[src/adcsp_pkg.sv]
package adcsp_pkg;
    localparam int ADCSP_BYTE_BITS = 8;
    localparam int ADCSP_RES_BITS = 10;
    localparam int ADCSP_WORD_BITS = 16;
    localparam int ADCSP_SUB_BITS = 2;
    localparam int ADCSP_LEAD_BITS = 4;
    localparam int ADCSP_CHANNELS = 16;
    localparam int ADCSP_SAR_CYCLES = 12;
    localparam logic [1:0] ADCSP_CLK_EXT = 2'h3;
    localparam logic [7:0] ADCSP_CONV_MASK = 8'h80;
    localparam logic [7:0] ADCSP_SETUP_MASK = 8'hC0;
    localparam logic [7:0] ADCSP_SETUP_CODE = 8'h40;
    localparam logic [7:0] ADCSP_TEMP_BIT = 8'h01;
    typedef enum logic [1:0] {ADCSP_IDLE, ADCSP_CONV, ADCSP_DONE}
        adcsp_state_type;
endpackage

[src/adcsp_if.sv]
`timescale 1ns/1ps
interface adcsp_if;
    import adcsp_pkg::*;
    logic start;
    logic [3:0] chan;
    logic temp;
    logic bipolar;
    logic diff;
    logic busy;
    logic done;
    logic [ADCSP_RES_BITS-1:0] result;
    modport ctrl (output start, chan, temp, bipolar, diff,
        input busy, done, result);
    modport conv (input start, chan, temp, bipolar, diff,
        output busy, done, result);
endinterface

[src/adcsp_sar.sv]
`timescale 1ns/1ps
module adcsp_sar
    import adcsp_pkg::*;
(
    // clock and reset
    input wire logic mclk,
    input wire logic rst_b,
    // comparator and conversion link
    input wire logic comp_hi,
    adcsp_if.conv link
);
    adcsp_state_type state_reg, state_next;
    logic [ADCSP_RES_BITS-1:0] sar_reg, sar_next;
    logic [ADCSP_RES_BITS-1:0] bit_reg, bit_next;
    logic done_reg, done_next;
    logic fmt_reg, fmt_next;

    always_comb begin
        state_next = state_reg;
        sar_next = sar_reg;
        bit_next = bit_reg;
        done_next = 1'b0;
        fmt_next = fmt_reg;
        case (state_reg)
            ADCSP_IDLE: begin
                if (link.start) begin
                    state_next = ADCSP_CONV;
                    bit_next = {1'b1, {(ADCSP_RES_BITS-1){1'b0}}};
                    sar_next = {1'b1, {(ADCSP_RES_BITS-1){1'b0}}};
                    fmt_next = link.temp | (link.diff & link.bipolar);
                end
            end
            ADCSP_CONV: begin
                // binary search one bit per cycle
                if (!comp_hi) begin
                    sar_next = sar_reg & ~bit_reg;
                end
                bit_next = bit_reg >> 1;
                if (bit_reg[0]) begin
                    state_next = ADCSP_DONE;
                end else begin
                    sar_next = sar_next | (bit_reg >> 1);
                end
            end
            default: begin
                // offset binary to two's complement by msb flip
                if (fmt_reg) begin
                    sar_next = sar_reg ^ {1'b1, {(ADCSP_RES_BITS-1){1'b0}}};
                end
                done_next = 1'b1;
                state_next = ADCSP_IDLE;
            end
        endcase
    end

    always_ff @(posedge mclk or negedge rst_b) begin
        if (!rst_b) begin
            state_reg <= ADCSP_IDLE;
            sar_reg <= '0;
            bit_reg <= '0;
            done_reg <= 1'b0;
            fmt_reg <= 1'b0;
        end else begin
            state_reg <= state_next;
            sar_reg <= sar_next;
            bit_reg <= bit_next;
            done_reg <= done_next;
            fmt_reg <= fmt_next;
        end
    end

    assign link.busy = (state_reg != ADCSP_IDLE);
    assign link.done = done_reg;
    assign link.result = sar_reg;
endmodule

[src/adcsp_top.sv]
`timescale 1ns/1ps
module adcsp_top
    import adcsp_pkg::*;
(
    // clock and reset
    input wire logic mclk,
    input wire logic rst_b,
    // serial port pins
    input wire logic cs_n,
    input wire logic sclk,
    input wire logic din,
    output logic dout,
    output logic dout_oe,
    output logic eoc_n,
    // shared pins
    input wire logic convert_request_n,
    output logic convert_pin_is_analog,
    output logic ref_neg_pin_is_analog,
    // analog front end
    input wire logic comp_hi,
    output logic [3:0] analog_inputs_sel,
    output logic analog_diff,
    output logic analog_temp
);
    adcsp_if link();

    ////////////////////////////////////////////////////////////////////////
    // pin synchronisers
    logic [1:0] cs_s1_reg, sclk_s1_reg, din_s1_reg, cnv_s1_reg;
    logic cs_s_reg, sclk_s_reg, din_s_reg, cnv_s_reg;
    // the fourth stage holds the previous level for edge detection
    logic sclk_d_reg, cs_d_reg, cnv_d_reg;
    always_ff @(posedge mclk or negedge rst_b) begin
        if (!rst_b) begin
            cs_s1_reg <= 2'h3;
            sclk_s1_reg <= 2'h0;
            din_s1_reg <= 2'h0;
            cnv_s1_reg <= 2'h3;
            cs_s_reg <= 1'b1;
            sclk_s_reg <= 1'b0;
            din_s_reg <= 1'b0;
            cnv_s_reg <= 1'b1;
            sclk_d_reg <= 1'b0;
            cs_d_reg <= 1'b1;
            cnv_d_reg <= 1'b1;
        end else begin
            cs_s1_reg <= {cs_s1_reg[0], cs_n};
            sclk_s1_reg <= {sclk_s1_reg[0], sclk};
            din_s1_reg <= {din_s1_reg[0], din};
            cnv_s1_reg <= {cnv_s1_reg[0], convert_request_n};
            cs_s_reg <= cs_s1_reg[1];
            sclk_s_reg <= sclk_s1_reg[1];
            din_s_reg <= din_s1_reg[1];
            cnv_s_reg <= cnv_s1_reg[1];
            sclk_d_reg <= sclk_s_reg;
            cs_d_reg <= cs_s_reg;
            cnv_d_reg <= cnv_s_reg;
        end
    end

    logic sclk_rise, sclk_fall, cs_fall, cnv_fall;
    assign sclk_rise = sclk_s_reg & ~sclk_d_reg;
    assign sclk_fall = ~sclk_s_reg & sclk_d_reg;
    assign cs_fall = ~cs_s_reg & cs_d_reg;
    assign cnv_fall = ~cnv_s_reg & cnv_d_reg;

    ////////////////////////////////////////////////////////////////////////
    // command shifter and setup state
    logic [ADCSP_BYTE_BITS-1:0] sh_reg, sh_next;
    logic [2:0] cnt_reg, cnt_next;
    logic [1:0] clkmode_reg, clkmode_next;
    logic [1:0] refsel_reg, refsel_next;
    logic [3:0] chan_reg, chan_next;
    logic temp_reg, temp_next, diff_reg, diff_next, bip_reg, bip_next;
    logic start_reg, start_next;
    logic [ADCSP_WORD_BITS-1:0] res_reg, res_next;
    logic [ADCSP_WORD_BITS-1:0] out_reg, out_next;
    logic have_reg, have_next;
    logic dout_reg, dout_next, oe_reg, oe_next, eoc_reg, eoc_next;
    logic [ADCSP_BYTE_BITS-1:0] byte_in;
    logic cmd_conv, cmd_setup;

    // a completed byte with bit 7 set is a conversion command, with bits 7:6 at 01 a setup command; any other byte is ignored
    assign byte_in = {sh_reg[ADCSP_BYTE_BITS-2:0], din_s_reg};
    assign cmd_conv = (byte_in & ADCSP_CONV_MASK) == ADCSP_CONV_MASK;
    assign cmd_setup = (byte_in & ADCSP_SETUP_MASK) == ADCSP_SETUP_CODE;

    always_comb begin
        sh_next = sh_reg;
        cnt_next = cnt_reg;
        clkmode_next = clkmode_reg;
        refsel_next = refsel_reg;
        chan_next = chan_reg;
        temp_next = temp_reg;
        diff_next = diff_reg;
        bip_next = bip_reg;
        start_next = 1'b0;
        res_next = res_reg;
        out_next = out_reg;
        have_next = have_reg;
        eoc_next = eoc_reg;
        // select high holds the bit counter at zero
        if (cs_s_reg) begin
            cnt_next = '0;
        end else if (sclk_rise) begin
            sh_next = byte_in;
            cnt_next = cnt_reg + 3'h1;
            if (cnt_reg == 3'(ADCSP_BYTE_BITS-1)) begin
                if (cmd_conv) begin
                    chan_next = byte_in[6:3];
                    temp_next = byte_in[0];
                    start_next = 1'b1;
                end else if (cmd_setup) begin
                    clkmode_next = byte_in[5:4];
                    refsel_next = byte_in[3:2];
                    diff_next = byte_in[1];
                    bip_next = byte_in[0] & byte_in[1];
                end
            end
        end
        // select fall loads the stored word, zero when none
        if (cs_fall) begin
            out_next = have_reg ? res_reg : '0;
            have_next = 1'b0;
        end else if (!cs_s_reg && sclk_fall) begin
            out_next = {out_reg[ADCSP_WORD_BITS-2:0], 1'b0};
        end
        if (link.done) begin
            res_next = {{ADCSP_LEAD_BITS{1'b0}}, link.result,
                {ADCSP_SUB_BITS{1'b0}}};
            have_next = 1'b1;
            eoc_next = 1'b0;
        end
        if (cs_fall || (cnv_fall && clkmode_reg != ADCSP_CLK_EXT &&
                refsel_reg[1] == 1'b0)) begin
            // a result landing with the clear keeps eoc_n low
            eoc_next = ~link.done;
            if (cnv_fall && !cs_fall) begin
                start_next = 1'b1;
            end
        end
        // externally clocked mode never signals end of conversion
        if (clkmode_reg == ADCSP_CLK_EXT) begin
            eoc_next = 1'b1;
        end
        // output stage, released whenever select is high
        oe_next = ~cs_s_reg;
        dout_next = ~cs_s_reg & out_next[ADCSP_WORD_BITS-1];
    end

    always_ff @(posedge mclk or negedge rst_b) begin
        if (!rst_b) begin
            sh_reg <= '0;
            cnt_reg <= '0;
            clkmode_reg <= 2'h2;
            refsel_reg <= 2'h0;
            chan_reg <= '0;
            temp_reg <= 1'b0;
            diff_reg <= 1'b0;
            bip_reg <= 1'b0;
            start_reg <= 1'b0;
            res_reg <= '0;
            out_reg <= '0;
            have_reg <= 1'b0;
            dout_reg <= 1'b0;
            oe_reg <= 1'b0;
            eoc_reg <= 1'b1;
        end else begin
            sh_reg <= sh_next;
            cnt_reg <= cnt_next;
            clkmode_reg <= clkmode_next;
            refsel_reg <= refsel_next;
            chan_reg <= chan_next;
            temp_reg <= temp_next;
            diff_reg <= diff_next;
            bip_reg <= bip_next;
            start_reg <= start_next;
            res_reg <= res_next;
            out_reg <= out_next;
            have_reg <= have_next;
            dout_reg <= dout_next;
            oe_reg <= oe_next;
            eoc_reg <= eoc_next;
        end
    end

    ////////////////////////////////////////////////////////////////////////
    // converter
    // a start while the converter is busy is dropped
    assign link.start = start_reg & ~link.busy;
    assign link.chan = chan_reg;
    assign link.temp = temp_reg;
    assign link.diff = diff_reg;
    assign link.bipolar = bip_reg;

    adcsp_sar u_sar (
        .mclk(mclk),
        .rst_b(rst_b),
        .comp_hi(comp_hi),
        .link(link)
    );

    // shared pin roles, registered so the outputs come from flops
    logic cpa_reg, rpa_reg;
    always_ff @(posedge mclk or negedge rst_b) begin
        if (!rst_b) begin
            cpa_reg <= 1'b0;
            rpa_reg <= 1'b0;
        end else begin
            cpa_reg <= refsel_reg[1];
            rpa_reg <= ~refsel_reg[0];
        end
    end

    assign dout = dout_reg;
    assign dout_oe = oe_reg;
    assign eoc_n = eoc_reg;
    assign convert_pin_is_analog = cpa_reg;
    assign ref_neg_pin_is_analog = rpa_reg;
    assign analog_inputs_sel = chan_reg;
    assign analog_diff = diff_reg;
    assign analog_temp = temp_reg;
endmodule

[config.mk]
export PLATFORM = sky130hd
export DESIGN_NAME = adcsp_top
export DESIGN_NICKNAME = d
export VERILOG_FILES = /design/src/adcsp_pkg.sv /design/src/adcsp_if.sv /design/src/adcsp_sar.sv /design/src/adcsp_top.sv
export SDC_FILE = /design/constraint.sdc
export NUM_CORES = 1
export LEC_CHECK = 0
export BUFFER_PORTS_ARGS = -buffer_cell sky130_fd_sc_hd__buf_2
export CAP_MARGIN = 25
export CORE_MARGIN = 1
export CORE_UTILIZATION = 54
export DETAILED_ROUTE_END_ITERATION = 8
export GPL_ROUTABILITY_DRIVEN = 0
export PLACE_DENSITY = 0.74
export SETUP_SLACK_MARGIN = 0.3
export SYNTH_ARGS = -nofsm -noshare
export SYNTH_HDL_FRONTEND = slang
export SYNTH_SLANG_ARGS = --single-unit
[constraint.sdc]
create_clock -name mclk -period 1.45 [get_ports mclk]
set_input_delay 0.145 -clock mclk [delete_from_list [all_inputs] [get_ports mclk]]
set_output_delay 0.145 -clock mclk [all_outputs]
set_load 0.005 [all_outputs]
==> impl_metrics.yaml <==
status:
  status: "finished clean"
timing:
  layout_min_cycle_time_ns: 1.406
  clock.fmax_mhz: 711.3
  setup-violations-final: 0
  finalWorstSetupSlack_ns: 0.04405
  maxSlewHeadroom: 0.7016
  hold_violations: 0
  rsz0062_at_grt: "yes"
  whs_ns: 0.1629
  setup_tns_ns: 0
  skew_ns: 0.005311
  drv_slew: 0
  period_share: 0.9696
  tightest_slew_ns: 0.4476
global_route:
  antenna_found_initial: 0
  grt_usage: 0.2001
  grt_max_degree: 50
  grt_pass1_vias: 2105
  overflow: 0
  grt_pass1_wl_mm: 10.67
placement:
  portBuffers: 17
  post-place-ws_ns: -0.03812
  dp_hpwl_mm: 3.742
min_path:
  holdCritPathClass: "in2async"
setup_path:
  cp_slowest_cell: "dfstp_2"
  path_class: "reg2reg"
  endpoint_kind: "register"
  path_cells: "nor3b_2 > buf_4 > nand4b_4 > mux2_2"
  path_max_fanout: 6
  crit_family: "flip-flops"
  cp.required_ns: 1.70
  critPathBufInv: 1
  cp_slowest_stage_delay_ns: 0.58
  worstSetupStartpointType: "register"
  worstPathArrival_ns: 1.66
final_layout:
  drive_gt1_frac: 0.4537
  area_growth_pct: 27.71
  finish.utilization: 0.7157
  largest_register_ffs: 15
  nNetsFinal: 328
  num_antenna_cells: 0
power:
  combPwrFrac: 0.300
  p_sw_frac: 0.3182
  p_leak_nw: 2.152
  switchingPower_mw: 2.505
  p_total_mw: 7.872
  powerDensity_nw_per_um2: 1732
  ir_worst_vdd_v: 0.001240
  seq_power_share: 0.477
  internal_power_mw: 5.367
  pwr-share-clk: 0.223
clock_network:
  cts.clk_slew.worst_paths_ns: 0.09
  clock_path_buffers: 2
  numCtsBuffers: 9
  cts_num_sinks: 92
  root_buffer: "clkbuf_8"
  clk_latency_ns: 0.36
  tritoncts: "done"
  htreeDepth: 3
yosys:
  syn_inst: 263
  yosysUniqueCellTypes: 38
  syn_avg_cell_area_um2: 13.53
  synth_nets: 272
  synth_top_cell_area_share: 0.5767
  syn_area_um2: 3558
  ys_seq_area_frac: 0.6505
  yosys-top-cells-area: "dfrtp_1 58%, mux2_2 8.5%, dfstp_2 7.4%"
  yosys_warnings: 0
  synth_seq_cells: 92
  yosysTopAreaCell: "dfrtp_1"
routing:
  route.detailed.drc: 0
  wire_per_inst_um: 17.45
  antenna_left: 0
  drtIter0Drc: 151
  vias: 2270
  routed_wl_mm: 6.998
  viasPerCell: 5.661
  firstDrtPassIters: 5
floorplanning:
  initial_core_util: 0.5604
  die_area_um2: 6918
  die_x_um: 83.18
  io_pins: 18
  rows: 29
  core_um2: 6350
  die_height_um: 83.18
run:
  maxCapViolCount: 0
[per-layer routing]
| layer | global-route usage | vias up | part of all wire |
|---|---|---|---|
| met2 | 0.2921 | 47 | 0.48 |
| met3 | 0.04771 | 18 | 0.040 |
| met5 | 0 | - | 0 |
| li1 | - | 1042 | - |
| met4 | 0.08464 | 0 | 0.025 |
| met1 | 0.2897 | 1163 | 0.45 |
[worst paths after layout]
check / start / endpoint / slack [ns] / depth (start not counted)
worst min-delay path: rst_b / out_reg[13]$_DFFE_PN0P_ / 0.16 / 2
max in group asynchronous: rst_b / cnv_s_reg$_DFF_PN1_ / 0.73 / 3
min in group mclk: comp_hi / u_sar.link.result[9]$_DFFE_PN0P_ / 0.21 / 3
worst min register to register: din_s1_reg[0]$_DFF_PN0_ / din_s1_reg[1]$_DFF_PN0_ / 0.36 / 0
worst max register to register: cs_s_reg$_DFF_PN1_ / refsel_reg[1]$_DFFE_PN0P_ / 0.04 / 4
worst max-delay path: cs_s_reg$_DFF_PN1_ / refsel_reg[1]$_DFFE_PN0P_ / 0.04 / 4
[synthesized netlist by cell type (all sizes together)]
| cell type | instances |
|---|---|
| a211oi | 1 |
| a21bo | 1 |
| a21o | 11 |
| a21oi | 2 |
| a22o | 4 |
| a22oi | 10 |
| a311oi | 1 |
| a32o | 8 |
| and2 | 2 |
| and2b | 1 |
| and3b | 1 |
| buf | 8 |
| clkbuf | 3 |
| dfrtp | 82 |
| dfstp | 10 |
| ha | 2 |
| inv | 21 |
| mux2 | 27 |
| mux2i | 4 |
| nand2 | 16 |
| nand2b | 5 |
| nand3 | 2 |
| nand4b | 1 |
| nor2 | 4 |
| nor2b | 3 |
| nor3 | 1 |
| nor3b | 6 |
| nor4b | 1 |
| o21a | 1 |
| o21ai | 17 |
| o22ai | 4 |
| o31ai | 1 |
| or2 | 1 |
| xor2 | 1 |
[through the flow]
step / cell area (um^2) / instances
4_1_cts: 4287 / 390
3_3_place_gp: 3802 / 353
5_1_grt: 4544 / 401
2_1_floorplan: 3641 / 263
6_report: 4544 / 401
3_5_place_dp: 3802 / 353
[kinds of logic (layout without fill, tap and decap cells)]
| family | Yosys count | after routing | share of synthesized area |
|---|---|---|---|
| AOI/OAI and AO/OA | 61 | 62 | 0.1220 |
| xor gates and xnor gates | 1 | 1 | 0.002462 |
| adders and majority gates | 2 | 2 | 0.007031 |
| buffers and inverters | 32 | 91 | 0.03973 |
| DFF | 92 | 92 | 0.6505 |
| muxes | 31 | 31 | 0.09669 |
| and+or+nand+nor | 44 | 45 | 0.08157 |
[cells in the final DEF (no fill, tap or decap), types with 2 or more instances in the layout]
cell	n
dfrtp_1	80
inv_1	21
mux2_2	19
buf_4	18
buf_2	16
o21ai_1	13
nand2_1	10
a21o_1	10
dfstp_2	10
clkbuf_8	9
a32o_1	8
mux2_4	8
a22oi_1	8
buf_6	7
buf_12	6
dlygate4sd3_1	5
a22o_1	4
mux2i_1	4
nand2b_4	4
o22ai_2	4
inv_6	4
nor3b_2	3
nand2_2	3
nor2_1	3
nand2_4	3
nor3b_4	2
nor2b_1	2
nand2b_2	2
o21ai_2	2
a22oi_2	2
dfrtp_2	2
[area by class of cell]
class | instances | area [um^2]
clock inverters | 7 | 81.33
flip-flops and latches | 92 | 2317
fillers | 368 | 1805
clock buffers | 9 | 123.9
repair buffers | 54 | 494.2
multi-input cells | 141 | 1353
inverters | 21 | 78.83
well taps | 77 | 96.34
[power groups by stage]
stage | Combinational (mW) | Sequential, mW | Clock (mW)
2_1_floorplan | 1.31 | 3.56 | 0
3_3_place_gp | 1.38 | 3.74 | 0
3_5_place_dp | 1.44 | 3.76 | 0
4_1_cts | 1.66 | 3.71 | 1.79
5_1_grt | 2.54 | 3.84 | 1.91
6_report | 2.36 | 3.76 | 1.75
[repair_timing]
item	4_1_cts	5_1_grt
endpoints found under the setup margin	58	70
buffers inserted	16	8
hold buffers	5	0
pin swaps	6	13
gates resized for setup	25	32
hold endpoints to repair	86	0
gates cloned	0	3
Power figures use the tool's default switching activity.
